==> src/logic/i2c_flags_pkg.sv <==
package i2c_flags_pkg;

  // ==========================================================
  // Register map
  localparam logic [5:0] IRQ_FLAGS_OFF = 6'h18; // Interrupt flags
  localparam logic [5:0] STATUS_OFF = 6'h1a; // Bus status and errors
  localparam logic [5:0] SYNC_BUSY_OFF = 6'h1c; // Sync busy bits

  // ==========================================================
  // Status field positions
  localparam int ST_LENGTH_ERR = 10;
  localparam int ST_SEXT = 9;
  localparam int ST_MEXT = 8;
  localparam int ST_CLK_HELD = 7;
  localparam int ST_LOWT = 6;
  localparam int ST_BSTATE = 4;
  localparam int ST_RX_NACK = 2;
  localparam int ST_ARBL = 1;
  localparam int ST_BUS_ERR = 0;

  // Interrupt flag positions
  localparam int IF_ERROR = 7;
  localparam int IF_READ_BYTE = 1;
  localparam int IF_MASTER = 0;

  // Sync busy positions
  localparam int SY_SYS_OP = 2;
  localparam int SY_ENABLE = 1;
  localparam int SY_SOFT_RST = 0;
  localparam int SYNC_KINDS = 3;

  // ==========================================================
  // Reset values and timing
  localparam logic [15:0] STATUS_RST = 16'h0000;
  localparam logic [31:0] SYNC_BUSY_RST = 32'h0000_0000;
  localparam logic [3:0] SYNC_CYCLES = 4'h3; // Cycles of one sync

  // ==========================================================
  // Bus state, encoded as the two-bit field
  typedef enum logic [1:0] {
    BS_UNKNOWN,
    BS_IDLE,
    BS_OWNER,
    BS_BUSY
  } bus_state_t;

  localparam logic [1:0] FORCE_IDLE_CODE = 2'h1; // Only legal forced value

  // ==========================================================
  // Software register access
  typedef struct packed {
    logic wr; // Write strobe
    logic rd; // Read strobe
    logic [5:0] addr; // Byte offset
    logic [15:0] wdata; // Write data
  } reg_acc_t;

  // Accesses of the rest of the unit
  typedef struct packed {
    logic addr_wr; // Address field written
    logic data_wr; // Data written
    logic data_rd; // Data read
    logic ctrl_wr; // Control register written
    logic cmd_valid; // Control write holds a valid command
    logic smart_mode_enable; // Smart mode on
    logic lenen; // Automatic length on
  } unit_acc_t;

  // Bus engine events, one-cycle pulses
  typedef struct packed {
    logic tx_byte_done; // Byte sent in write mode
    logic rx_byte_done; // Byte received cleanly in read mode
    logic arb_lost; // Lost on high bit or start
    logic arb_lost_nack; // Lost while sending NACK
    logic start_unknown; // Start tried in unknown state
    logic ack_valid; // Ack slot sampled
    logic ack_nack; // Ack slot was NACK
    logic len_done; // Byte count reached
    logic sext_tout; // Target extend timeout
    logic mext_tout; // Controller extend timeout
    logic low_tout; // SCL low timeout
    logic bus_err; // Illegal bus condition
    logic start_seen; // Start by another master
    logic own_start; // Own start won
    logic stop_seen; // Stop seen
  } bus_ev_t;

endpackage : i2c_flags_pkg

==> src/logic/i2c_master_status_flags.sv <==
module i2c_master_status_flags (
  input wire logic clk,
  input wire logic rst_b,
  input wire i2c_flags_pkg::reg_acc_t acc,
  input wire i2c_flags_pkg::unit_acc_t unit,
  input wire i2c_flags_pkg::bus_ev_t ev,
  input wire logic enable,
  input wire logic enable_wr,
  input wire logic soft_reset_wr,
  output logic [31:0] rdata,
  output logic acc_err,
  output logic scl_hold,
  output logic [1:0] bus_state_field,
  output logic [2:0] interrupt_flags
);

  // ==========================================================
  // State
  typedef struct packed {
    i2c_flags_pkg::bus_state_t bstate; // Bus state
    logic master_on_bus_flag; // Master flag
    logic read_byte_flag; // Read byte flag
    logic error_flag; // Summary error flag
    logic hold; // SCL held low
    logic length_error_flag;
    logic target_stretch_timeout;
    logic controller_stretch_timeout;
    logic scl_low_timeout_flag;
    logic received_nack_flag;
    logic arbitration_lost_flag;
    logic bus_error_flag;
    logic force_pend; // Force to idle waiting on sync
    logic [31:0] rdata; // Read answer
    logic acc_err; // Rejected access pulse
  } flags_state_t;

  flags_state_t s_q; // Registered state
  flags_state_t s_d; // Next state

  logic [2:0] sync_start; // Start per busy bit
  logic [2:0] sync_busy; // Busy per bit
  logic [2:0] sync_done; // Done per bit

  // ==========================================================
  // Access decode
  logic en_busy; // Enable sync running
  logic wr_ok; // Software write accepted
  logic st_wr; // Status write
  logic if_wr; // Interrupt flag write
  logic addr_wr; // Accepted address write
  logic rel; // Releasing access
  logic owner; // This master owns the bus
  logic mb_set; // Master flag set event
  logic arb_set; // Arbitration lost event
  logic owner_berr; // Bus error while owner
  logic hold_set; // Start of a stall
  logic len_set; // Length error event
  logic any_err; // Any error event
  logic force_req; // Legal force to idle
  logic [15:0] status_rd; // Status view

  assign en_busy = sync_busy[i2c_flags_pkg::SY_ENABLE];
  assign wr_ok = acc.wr & ~en_busy;
  assign st_wr = wr_ok & (acc.addr == i2c_flags_pkg::STATUS_OFF);
  assign if_wr = wr_ok & (acc.addr == i2c_flags_pkg::IRQ_FLAGS_OFF);
  assign addr_wr = unit.addr_wr & ~en_busy;
  // Accesses that let a stalled transfer go on
  assign rel = ~en_busy & (unit.addr_wr | unit.data_wr |
               (unit.data_rd & unit.smart_mode_enable) | (unit.ctrl_wr & unit.cmd_valid));
  assign owner = (s_q.bstate == i2c_flags_pkg::BS_OWNER);
  assign owner_berr = ev.bus_err & owner;
  assign arb_set = ev.arb_lost | ev.arb_lost_nack | owner_berr;
  assign mb_set = ev.tx_byte_done | ev.arb_lost_nack | ev.start_unknown | arb_set;
  // Master flag stalls only when arbitration is not lost, read byte always stalls
  assign hold_set = (mb_set & ~arb_set & ~s_q.arbitration_lost_flag) | ev.rx_byte_done;
  assign len_set = unit.lenen & ev.ack_valid & ev.ack_nack & ~ev.len_done;
  assign any_err = len_set | ev.sext_tout | ev.mext_tout | ev.low_tout | arb_set
                   | ev.bus_err;
  assign force_req = st_wr & enable
                     & (acc.wdata[i2c_flags_pkg::ST_BSTATE +: 2]
                        == i2c_flags_pkg::FORCE_IDLE_CODE)
                     & (s_q.bstate == i2c_flags_pkg::BS_UNKNOWN);

  // ==========================================================
  // Sync busy bits
  always_comb begin
    sync_start = '0;
    sync_start[i2c_flags_pkg::SY_SYS_OP] = enable & ~en_busy
      & (st_wr | unit.ctrl_wr | unit.addr_wr | unit.data_wr);
    sync_start[i2c_flags_pkg::SY_ENABLE] = enable_wr;
    sync_start[i2c_flags_pkg::SY_SOFT_RST] = soft_reset_wr;
  end

  // One timer per busy bit
  genvar g;
  generate
    for (g = 0; g < i2c_flags_pkg::SYNC_KINDS; g++) begin : g_sync
      sync_busy_timer u_timer (
        .clk(clk),
        .rst_b(rst_b),
        .start(sync_start[g]),
        .busy(sync_busy[g]),
        .done(sync_done[g])
      );
    end
  endgenerate

  // ==========================================================
  // Status register view
  always_comb begin
    status_rd = i2c_flags_pkg::STATUS_RST;
    status_rd[i2c_flags_pkg::ST_LENGTH_ERR] = s_q.length_error_flag;
    status_rd[i2c_flags_pkg::ST_SEXT] = s_q.target_stretch_timeout;
    status_rd[i2c_flags_pkg::ST_MEXT] = s_q.controller_stretch_timeout;
    status_rd[i2c_flags_pkg::ST_CLK_HELD] = s_q.hold;
    status_rd[i2c_flags_pkg::ST_LOWT] = s_q.scl_low_timeout_flag;
    status_rd[i2c_flags_pkg::ST_BSTATE +: 2] = s_q.bstate;
    status_rd[i2c_flags_pkg::ST_RX_NACK] = s_q.received_nack_flag;
    status_rd[i2c_flags_pkg::ST_ARBL] = s_q.arbitration_lost_flag;
    status_rd[i2c_flags_pkg::ST_BUS_ERR] = s_q.bus_error_flag;
  end

  // ==========================================================
  // Next state
  always_comb begin
    logic [15:0] w1c; // Status write-one-clear bits
    logic [15:0] f1c; // Flag write-one-clear bits
    w1c = st_wr ? acc.wdata : 16'h0000;
    f1c = if_wr ? acc.wdata : 16'h0000;
    s_d = s_q;
    s_d.acc_err = acc.wr & en_busy;

    // Master flag, set wins over any clear
    s_d.master_on_bus_flag = (s_q.master_on_bus_flag & ~rel & ~f1c[i2c_flags_pkg::IF_MASTER])
                             | mb_set;
    s_d.read_byte_flag = (s_q.read_byte_flag & ~rel & ~f1c[i2c_flags_pkg::IF_READ_BYTE])
                         | ev.rx_byte_done;
    s_d.error_flag = (s_q.error_flag & ~f1c[i2c_flags_pkg::IF_ERROR]) | any_err;
    // Flag clear alone keeps the stall
    s_d.hold = (s_q.hold & ~rel) | hold_set;

    // Error bits cleared by one or by address write
    s_d.length_error_flag = (s_q.length_error_flag & ~addr_wr
                             & ~w1c[i2c_flags_pkg::ST_LENGTH_ERR]) | len_set;
    s_d.target_stretch_timeout = (s_q.target_stretch_timeout & ~addr_wr
                                  & ~w1c[i2c_flags_pkg::ST_SEXT]) | ev.sext_tout;
    s_d.controller_stretch_timeout = (s_q.controller_stretch_timeout & ~addr_wr
                                      & ~w1c[i2c_flags_pkg::ST_MEXT]) | ev.mext_tout;
    s_d.scl_low_timeout_flag = (s_q.scl_low_timeout_flag & ~addr_wr
                                & ~w1c[i2c_flags_pkg::ST_LOWT]) | ev.low_tout;
    s_d.arbitration_lost_flag = (s_q.arbitration_lost_flag & ~addr_wr
                                 & ~w1c[i2c_flags_pkg::ST_ARBL]) | arb_set;
    s_d.bus_error_flag = (s_q.bus_error_flag & ~addr_wr
                          & ~w1c[i2c_flags_pkg::ST_BUS_ERR]) | ev.bus_err;

    // Last ack slot result, writes ignored
    if (ev.ack_valid) begin
      s_d.received_nack_flag = ev.ack_nack;
    end

    // Pending force to idle
    if (force_req) begin
      s_d.force_pend = 1'b1;
    end else if (sync_done[i2c_flags_pkg::SY_SYS_OP]) begin
      s_d.force_pend = 1'b0;
    end

    // Bus state tracking
    if (!enable || en_busy) begin
      s_d.bstate = i2c_flags_pkg::BS_UNKNOWN;
      s_d.force_pend = 1'b0;
    end else begin
      unique case (s_q.bstate)
        i2c_flags_pkg::BS_UNKNOWN: begin
          // Leave only on stop or completed force
          if (ev.stop_seen || (s_q.force_pend && sync_done[i2c_flags_pkg::SY_SYS_OP])) begin
            s_d.bstate = i2c_flags_pkg::BS_IDLE;
          end
        end
        i2c_flags_pkg::BS_IDLE: begin
          if (ev.own_start) begin
            s_d.bstate = i2c_flags_pkg::BS_OWNER;
          end else if (ev.start_seen) begin
            s_d.bstate = i2c_flags_pkg::BS_BUSY;
          end
        end
        i2c_flags_pkg::BS_OWNER: begin
          if (ev.stop_seen) begin
            s_d.bstate = i2c_flags_pkg::BS_IDLE;
          end else if (arb_set) begin
            s_d.bstate = i2c_flags_pkg::BS_BUSY;
          end
        end
        i2c_flags_pkg::BS_BUSY: begin
          if (ev.stop_seen) begin
            s_d.bstate = i2c_flags_pkg::BS_IDLE;
          end
        end
      endcase
    end

    // Read answer, unmapped reads as zero
    if (acc.rd) begin
      s_d.rdata = 32'h0000_0000;
      if (acc.addr == i2c_flags_pkg::STATUS_OFF) begin
        s_d.rdata[15:0] = status_rd;
      end else if (acc.addr == i2c_flags_pkg::SYNC_BUSY_OFF) begin
        s_d.rdata[2:0] = sync_busy;
      end else if (acc.addr == i2c_flags_pkg::IRQ_FLAGS_OFF) begin
        s_d.rdata[i2c_flags_pkg::IF_ERROR] = s_q.error_flag;
        s_d.rdata[i2c_flags_pkg::IF_READ_BYTE] = s_q.read_byte_flag;
        s_d.rdata[i2c_flags_pkg::IF_MASTER] = s_q.master_on_bus_flag;
      end
    end
  end

  // ==========================================================
  // State register
  always_ff @(posedge clk) begin
    if (!rst_b) begin
      s_q <= '0;
    end else begin
      s_q <= s_d;
    end
  end

  // ==========================================================
  // Outputs, all from flip-flops
  assign rdata = s_q.rdata;
  assign acc_err = s_q.acc_err;
  assign scl_hold = s_q.hold;
  assign bus_state_field = s_q.bstate;
  assign interrupt_flags = {s_q.error_flag, s_q.read_byte_flag, s_q.master_on_bus_flag};
endmodule : i2c_master_status_flags

==> src/logic/sync_busy_timer.sv <==
// ============================================================
// One synchronisation busy bit with its timer
module sync_busy_timer (
  input wire logic clk,
  input wire logic rst_b,
  input wire logic start,
  output logic busy,
  output logic done
);

  typedef struct packed {
    logic busy;
    logic done;
    logic [3:0] cnt;
  } timer_state_t;

  timer_state_t s_q; // Registered state
  timer_state_t s_d; // Next state

  // Count down the sync time, a new start restarts it
  always_comb begin
    s_d = s_q;
    s_d.done = 1'b0;
    if (start) begin
      s_d.busy = 1'b1;
      s_d.cnt = i2c_flags_pkg::SYNC_CYCLES;
    end else if (s_q.busy) begin
      s_d.cnt = s_q.cnt - 4'h1;
      if (s_q.cnt == 4'h1) begin
        s_d.busy = 1'b0;
        s_d.done = 1'b1;
      end
    end
  end

  // State register
  always_ff @(posedge clk) begin
    if (!rst_b) begin
      s_q <= '0;
    end else begin
      s_q <= s_d;
    end
  end

  assign busy = s_q.busy;
  assign done = s_q.done;

endmodule : sync_busy_timer

==> config.mk <==
export PLATFORM = sky130hd
export DESIGN_NAME = i2c_master_status_flags
export DESIGN_NICKNAME = d
export VERILOG_FILES = /design/src/logic/i2c_flags_pkg.sv /design/src/logic/i2c_master_status_flags.sv /design/src/logic/sync_busy_timer.sv
export SDC_FILE = /design/constraint.sdc
export NUM_CORES = 1
export LEC_CHECK = 0
export BUFFER_PORTS_ARGS = -buffer_cell sky130_fd_sc_hd__buf_2
export CAP_MARGIN = 20
export CORE_ASPECT_RATIO = 1.4
export CORE_MARGIN = 2
export CORE_UTILIZATION = 49
export DETAILED_ROUTE_END_ITERATION = 8
export GPL_ROUTABILITY_DRIVEN = 0
export HOLD_SLACK_MARGIN = 0.05
export PLACE_DENSITY_LB_ADDON = 0.15
export SLEW_MARGIN = 20
export SYNTH_ARGS = -nofsm -noshare
export SYNTH_HDL_FRONTEND = slang
export SYNTH_SLANG_ARGS = --single-unit
export TNS_END_PERCENT = 100
==> constraint.sdc <==
create_clock -name clk -period 2.2 [get_ports clk]
set_input_delay 0.11 -clock clk [delete_from_list [all_inputs] [get_ports clk]]
set_output_delay 0.11 -clock clk [all_outputs]
set_load 0.01 [all_outputs]
Word-level counts from Yosys, hierarchy flattened
Cells that the tools add are included.

operators by class
  multiplexer cells = 32
  eq/ne operators = 14
  reductions and logical operators = 15
  bitwise logic cells = 81
  add/subtract/negate cells = 3

operators with widths
  operator                                                number
  bitwise AND 1 bit                                       37
  2-to-1 mux 2 bit                                        14
  bitwise OR 1 bit                                        27
  == test 6 x 5 -> 1 bit (second input constant)          3
  2-to-1 mux 6 bit                                        3
  inverter 1 bit                                          17
  == test 4 x 1 -> 1 bit (second input constant)          3
  subtractor 4 x 1 -> 4 bit (second input constant)       3
  2-to-1 mux 11 bit                                       1
  2-to-1 mux 1 bit                                        9
  2-to-1 mux 8 bit                                        1
  case mux 2 bit (4 select lines)                         1
  nonzero test 2 bit                                      4
  OR reduction 2 bit                                      4
  2-to-1 mux 3 bit                                        2
  == test 2 x 1 -> 1 bit (second input constant)          2
  == test 2 bit (second input constant)                   2
  2-to-1 mux 4 bit                                        1
  AND reduction 4 bit                                     1
  inequality test 3 x 2 -> 1 bit (second input constant)  1
  inequality test 3 bit (second input constant)           1
  OR reduction 3 bit                                      1
  zero test 2 bit                                         1
  logical OR 1 bit                                        2
  4 further kinds                                         4

word-level totals
  register bits = 47
  output and inout bits = 39
  input bits = 51
  word-level logic and storage cells = 170

Logic depth before layout (Yosys ltp)
Gate-level depths: netlist of run 1.

  depth in word-level cells = 9
  gate-level depth with buffers = 6
  depth with buffers taken out = 6

Cells and area by module
From an unflattened synthesis of run 1, not the netlist that was laid out.

second synthesis, totals
  cells, all modules = 254
  area, all modules = 2454.9 um^2

by module, submodules not included
  module                   times used  sequential area each (um^2)  cells each  area each (um^2)
  i2c_master_status_flags  1           500.5                        170         1542.7
  sync_busy_timer          3           120.1                        28          304.0

Least setup slack after synthesis of run 1
Ideal clock, no wire load.

  path type = register to register
  start point = register s_q, in the netlist bus_state_field[0]
  end point = register s_q, in the netlist bus_state_field[1]
  clock period less this slack = 1.547 ns
  buffers on the path = 0
  data arrival time = 1.490 ns
  slack = 0.653 ns
  cell stages (with the launch flop) = 7
  cell sequence = dfxtp_1 inv_1 ha_1 nor4b_1 o31a_1 nor4b_1 o21ba_2

on the way
  longest elaborated chain between the ends = 5

RTL lines
  element                                          line                                                           RTL
  start: declaration                               i2c_master_status_flags.sv:37                                  flags_state_t s_q;
  start signal: assignment                         i2c_master_status_flags.sv:221                                 s_q <= '0;
  start signal: assignment                         i2c_master_status_flags.sv:223                                 s_q <= s_d;
  == test 2 bit                                    i2c_master_status_flags.sv:70, i2c_master_status_flags.sv:173
  bitwise AND 1 bit                                i2c_master_status_flags.sv:71                                  assign owner_berr = ev.bus_err & owner;
  bitwise OR 1 bit                                 i2c_master_status_flags.sv:72                                  assign arb_set = ev.arb_lost | ev.arb_lost_nack | owner_berr;
  inequality test 3 x 2 -> 1 bit (no source line)  -
  AND reduction 4 bit (no source line)             -

Several ways; a longest one is shown, not always the timed one.
A chain may end at the register's enable or synchronous reset.

Final worst setup path of run 1
Same ends and word-level chain as after synthesis.

==> results of run 1 <==
-- critical path, cell delays in order (launching register included) --
cell and delay [ns]:
dfxtp_1 0.42, inv_1 0.09, ha_1 0.25, nor4b_1 0.16
o31a_1 0.28, nor4b_1 0.29, o21ba_2 0.16
-- layout by cell type (no fill, tap or decap), types with 2 or more instances in the layout --
cell type | Yosys | final
a21o_1 | 3 | 3
a21oi_1 | 22 | 22
a2bb2oi_1 | 5 | 5
buf_2 | 3 | 60
clkbuf_8 | 0 | 5
conb_1 | 1 | 22
dfxtp_1 | 41 | 41
dlygate4sd3_1 | 0 | 3
ha_1 | 10 | 10
inv_1 | 13 | 13
mux2i_1 | 5 | 5
nand2_1 | 16 | 16
nand2b_1 | 14 | 14
nand3_1 | 8 | 8
nor2_1 | 33 | 33
nor4b_1 | 5 | 5
o21a_1 | 5 | 5
o21ai_0 | 3 | 3
o22ai_1 | 2 | 2
xnor2_1 | 4 | 4
xor2_1 | 5 | 5
-- power by group --
| part | leakage, nW | total (mW) | internal, mW | switching [mW] |
|---|---|---|---|---|
| logic | 0.790 | 0.258 | 0.120 | 0.138 |
| registers | 0.337 | 0.821 | 0.782 | 0.0398 |
| clock network | 0.0540 | 0.580 | 0.330 | 0.250 |
-- what timing repair did --
action	4_1_cts	5_1_grt
endpoints found under the hold margin	2	1
hold buffers	2	1
endpoints found under the setup margin	0	0
resized for setup	0	0
-- per-stage QoR --
| stage | instance area, um2 | utilization (%) | hold slack (ns) | cells | worst slack (ns) |
|---|---|---|---|---|---|
| 2_1_floorplan | 2370 | - | 0.220 | 288 | 0.653 |
| 3_3_place_gp | 2450 | 54.0 | 0.334 | 366 | 0.534 |
| 3_5_place_dp | 2450 | 54.0 | 0.337 | 366 | 0.499 |
| 4_1_cts | 2570 | 56.7 | 0.0538 | 375 | 0.483 |
| 5_1_grt | 2580 | 56.9 | 0.0575 | 376 | 0.365 |
| 6_report | 2580 | 56.9 | 0.0672 | 376 | 0.507 |
-- synthesized netlist by cell type, types with 2 or more instances --
master / number
dfxtp_1: 41
ha_1: 10
o22ai_1: 2
a21oi_1: 22
a21o_1: 3
mux2i_1: 5
o21a_1: 5
inv_1: 13
nand2_1: 16
nor2_1: 33
clkbuf_1: 4
nand3_1: 8
o21ai_0: 3
a2bb2oi_1: 5
nor4b_1: 5
xor2_1: 5
xnor2_1: 4
nand2b_1: 14
buf_4: 37
buf_2: 3
-- cell families after synthesis --
| family | Yosys count | share of synthesized area [%] |
|---|---|---|
| AO/OA/AOI/OAI | 53 | 15.5 |
| XOR/XNOR | 9 | 3.43 |
| adder cells (fa/ha/maj) | 10 | 5.45 |
| buffers and inverters | 58 | 15.7 |
| flip-flops | 41 | 35.7 |
| multiplexers | 5 | 2.18 |
| other | 1 | 0.163 |
| AND/OR/NAND/NOR | 90 | 21.8 |
-- area by class of cell --
class / instances / area (um2) / area share, %
well taps: 62 / 77.6 / 3.00
flip-flops and latches: 41 / 821 / 31.8
repair buffers: 64 / 338 / 13.1
clock inverters: 2 / 35.0 / 1.36
multi-input cells: 189 / 1190 / 46.2
clock buffers: 5 / 68.8 / 2.66
inverters: 13 / 48.8 / 1.89
-- sequential cells by signal, summed over array words and instances, names as in the netlist --
signal / cells
scl_hold: 1
acc_err: 1
bus_state_field: 2
g_sync.u_timer.done: 1
g_sync.u_timer.busy: 3
s_q: 8
interrupt_flags: 3
rdata: 10
g_sync.u_timer.s_q: 12
-- worst paths after layout --
kind | start | end | slack [ns]
setup / recovery | bus_state_field[0] | bus_state_field[1] | 0.51
hold / removal | soft_reset_wr | g_sync[0].u_timer.busy | 0.07
setup reg to reg | bus_state_field[0] | bus_state_field[1] | 0.51
hold reg to reg | rdata[5] | rdata[5] | 0.47
-- per-layer routing --
layer	part of all wire [%]	wire, um	GRT usage, %
met5	0	0	0
met2	51	2360	31.2
met1	40	1880	22.8
met4	3.4	159	9.48
met3	5.4	249	5.03
==> impl_metrics.csv, run 1 <==
group,metric,value,unit
synthesis,ys_types,49,
die,die_w,61.9,um
grt,grt_pass1_wl,7.56,mm
synthesis,synthCells,267,
die,ios,90,
grt,grt_overflow,0,
synthesis,synth-seq-cells,41,
grt,grt_max_degree,16,
flow_run,maxCapViolations,0,
synthesis,yosys-top-cells-area,"dfxtp_1 36%, buf_4 12%, ha_1 5.4%, nor2_1 5.4%, a21oi_1 4.8%",
detailed_routing,postRouteAntennaNets,0,
pwr,vdd_drop_max,0.444,mV
clocking,root_buffer,"clkbuf_8",
sta,timing.final.crit_share,76.9,%
synthesis,synth_ff_type,"dfxtp_1",
die,chipHeight,85.0,um
sta,rsz0062_at_grt,"no",
detailed_routing,vias_per_cell,4.89,
pwr,power.total,1.66,mW
sta,fin_crit,1.69,ns
clocking,cts_sinks,41,
die,dieArea,5260,um2
min_path,holdPathStages,3,
detailed_routing,drtIter0Drc,72,
clocking,cts.clk_slew.worst_paths,0.08,ns
sta,clock_skew,0.0102,ns
worst_setup_path,end_kind,"flip-flop",
synthesis,synth_edf_count,0,
grt,grt_antenna_before_repair,0,
detailed_routing,vias,1840,
placement,portBuffers,60,
die,core-area,4540,um2
pwr,power_density,643,nW/um2
pwr,p_leak,1.18,nW
synthesis,ys_warn_count,0,
die,rows,29,
clocking,htree_levels,2,
worst_setup_path,worst_ep_arrival_time,1.93,ns
sta,setup_tns,0,ns
detailed_routing,wl_per_cell,12.4,um
clocking,cts_tree,"built",
detailed_routing,drt_first_pass_iters,4,
sta,fmax,591,MHz
synthesis,synth_top_cell_area_share,35.7,%
outcome,status,"completed",
placement,dp_hpwl,3.67,mm
synthesis,synth_top_cell_by_area,"dfxtp_1",
min_path,hold_class,"in -> reg",
cells_and_area,n_antenna_cell,0,
sta,hold_viol,0,
synthesis,syn_area_per_cell,8.60,um2
cells_and_area,drive_gt1_share,23.9,%
synthesis,async_reset_ff_share,0,%
clocking,clk_path_buf_depth,2,
grt,grt_pass1_vias,1741,
synthesis,synth_seq_area_share,35.7,%
synthesis,synth_area,2300,um2
cells_and_area,finalNetCount,375,
cells_and_area,fill_cells,462,
cells_and_area,area_growth_syn_to_layout,12.5,%
sta,slew_viol_final,0,
grt,track_usage,19.3,%
worst_setup_path,path_max_fanout,6,
worst_setup_path,r2r_cells,6,
worst_setup_path,critPathKind,"reg -> reg",
die,initial_core_util,50.6,%
detailed_routing,wirelength,4.65,mm
clocking,clock_latency,0.29,ns
worst_setup_path,cp.required,2.44,ns
detailed_routing,remaining_drc_errors,0,
clocking,numCtsBuffers,5,
clocking,cts_setup_buffers,0,
worst_setup_path,cp-start-kind,"flip-flop",
sta,setup_viol,0,
Power figures use the tool's default switching activity.
==> run 2: changes to the inputs <==
clock period = 1.6 ns   (was 2.2 ns; I/O delays follow)
==> impl_metrics.csv, run 2 (synthesis gave the netlist of run 1 again) <==
group,metric,value,unit
detailed_routing,wl_per_cell,12.2,um
cells_and_area,finalNetCount,381,
clocking,numCtsBuffers,5,
die,chipHeight,85.0,um
clocking,htree_levels,2,
sta,hold_viol,0,
worst_setup_path,regToRegSetupSlack,0.06,ns
cells_and_area,fin_util,59.0,%
clocking,cts_tree,"built",
worst_setup_path,cp_top_family,"compound AO/OA/AOI/OAI gates",
clocking,cts.clk_slew.worst_paths,0.07,ns
pwr,combPwrFrac,16.0,%
grt,grt_overflow,0,
grt,grt_pass1_wl,7.60,mm
clocking,cts_setup_buffers,0,
min_path,holdPathStages,3,
pwr,p_leak,1.22,nW
pwr,swShare,25.1,%
clocking,clock_latency,0.29,ns
detailed_routing,wirelength,4.67,mm
cells_and_area,finish.instance_area,2670,um2
worst_setup_path,critPathSlowestCell,"dfxtp_4",
pwr,power_density,878,nW/um2
cells_and_area,final_common_cell,"buf_2",
worst_setup_path,cp-start-kind,"flip-flop",
sta,setup_viol,0,
clocking,clk_path_buf_depth,2,
cells_and_area,drive_gt1_share,26.8,%
sta,setup_tns,0,ns
min_path,hp-start,"soft_reset_wr",
die,ios,90,
min_path,min_to,"g_sync[0].u_timer.busy",
cells_and_area,n_antenna_cell,0,
pwr,clockPowerShare,36.2,%
grt,track_usage,19.0,%
cells_and_area,regMostFlops,"g_sync.u_timer.s_q",
sta,fin_crit,1.54,ns
detailed_routing,vias_per_cell,4.94,
grt,grt_max_degree,25,
outcome,status,"completed",
detailed_routing,postRouteAntennaNets,0,
grt,grt_pass1_vias,1754,
die,rows,29,
die,dieArea,5260,um2
pwr,power.total,2.35,mW
cells_and_area,mostFrequentLayoutCells,"60 x buf_2, 39 x dfxtp_1, 33 x nor2_1",
detailed_routing,remaining_drc_errors,0,
sta,timing.final.crit_share,96.5,%
die,initial_core_util,50.6,%
placement,dp_hpwl,3.63,mm
sta,clock_skew,0.00828,ns
sta,slew_viol_final,0,
worst_setup_path,cp.required,1.82,ns
grt,grt_antenna_before_repair,0,
pwr,seqPwrFrac,47.8,%
worst_setup_path,r2r-start,"bus_state_field[1]",
clocking,root_buffer,"clkbuf_8",
worst_setup_path,worst_ep_arrival_time,1.76,ns
worst_setup_path,cp_cell_sequence,"inv_4 > ha_4 > a21boi_1 > o31a_1 > a311o_1 > a21oi_1",
detailed_routing,drtIter0Drc,62,
pwr,power_switching,0.590,mW
placement,portBuffers,60,
detailed_routing,vias,1893,
worst_setup_path,r2r_cells,6,
worst_setup_path,timing.rr.end,"bus_state_field[0]",
min_path,hold_class,"in -> reg",
clocking,cts_sinks,41,
worst_setup_path,slowest_delay,0.38,ns
pwr,power.internal,1.76,mW
cells_and_area,area_growth_syn_to_layout,16.5,%
cells_and_area,largest_reg_flops,12,
die,core-area,4540,um2
pwr,vdd_drop_max,0.621,mV
die,die_w,61.9,um
sta,fmax,648,MHz
sta,whs,0.0529,ns
sta,rsz0062_at_grt,"yes",
placement,placed_area,2480,um2
detailed_routing,drt_first_pass_iters,4,
flow_run,maxCapViolations,0,
worst_setup_path,path_buf_inv,1,
worst_setup_path,critPathKind,"reg -> reg",
worst_setup_path,end_kind,"flip-flop",
worst_setup_path,path_max_fanout,4,
[run 2: cell types whose count changed in the layout (fill, tap and decap cells not counted), moves of 2 or more]
cell,before,now
inv_1,13,11
ha_1,10,8
dfxtp_1,41,39
dlygate4sd3_1,3,5
buf_4,1,5
[run 2: worst reg2reg max path, delay by kind of cell (launching register included)]
family / cells / cell delay, ns
fa+ha+maj: 1 / 0.15
compound gates: 4 / 0.91
buf+inv: 1 / 0.04
flops: 1 / 0.38
[run 2: timing repair]
action | CTS | global route
pin swaps | 0 | 4
resized for setup | 1 | 10
endpoints found under the setup margin | 1 | 2
hold buffers | 5 | 0
endpoints found under the hold margin | 5 | 0
[run 2: final cells by class]
type,count,area (um2)
Clock inverter,1,30.0
Sequential cell,41,826
Inverter,13,51.3
Clock buffer,7,86.3
Timing Repair Buffer,70,388
Multi-Input combinational cell,189,1210
Tap cell,62,77.6
Fill cell,429,1860
[run 2: metrics by stage]
stage / cells / setup WS, ns
2_1_floorplan: 288 / 0.0531
3_3_place_gp: 370 / 0.0601
3_5_place_dp: 370 / -0.00787
4_1_cts: 383 / 0.0162
5_1_grt: 383 / -0.00996
6_report: 383 / 0.0564
[run 2: layer usage]
metal  vias up  share of wire, %  GRT usage [%]
met1       873                43           23.3
met3        11               3.9           3.51
met2        54                51           31.8
met4         0               1.8           7.54
met5         -                 0              0
li1        955                 -              -
[run 2: power groups by stage]
stage / Combinational (mW) / Clock (mW) / Sequential (mW)
floorplan: 0.295 / 0 / 1.13
global placement: 0.358 / 0 / 1.15
detailed placement: 0.365 / 0 / 1.15
finish: 0.376 / 0.849 / 1.12
global route: 0.429 / 0.918 / 1.13
CTS: 0.376 / 0.865 / 1.12
[run 2: worst max path at each step]
| stage | cells after the start | slack [ns] | to | startpoint |
|---|---|---|---|---|
| final | 6 | 0.06 | bus_state_field[0] | bus_state_field[1] |
| after global routing | 6 | -0.01 | bus_state_field[0] | bus_state_field[1] |
| after CTS | 6 | 0.02 | bus_state_field[1] | bus_state_field[1] |
| after detailed placement | 6 | -0.008 | bus_state_field[1] | bus_state_field[1] |
| after global placement | 6 | 0.06 | bus_state_field[1] | bus_state_field[1] |
| after floorplan | 6 | 0.05 | bus_state_field[1] | bus_state_field[0] |
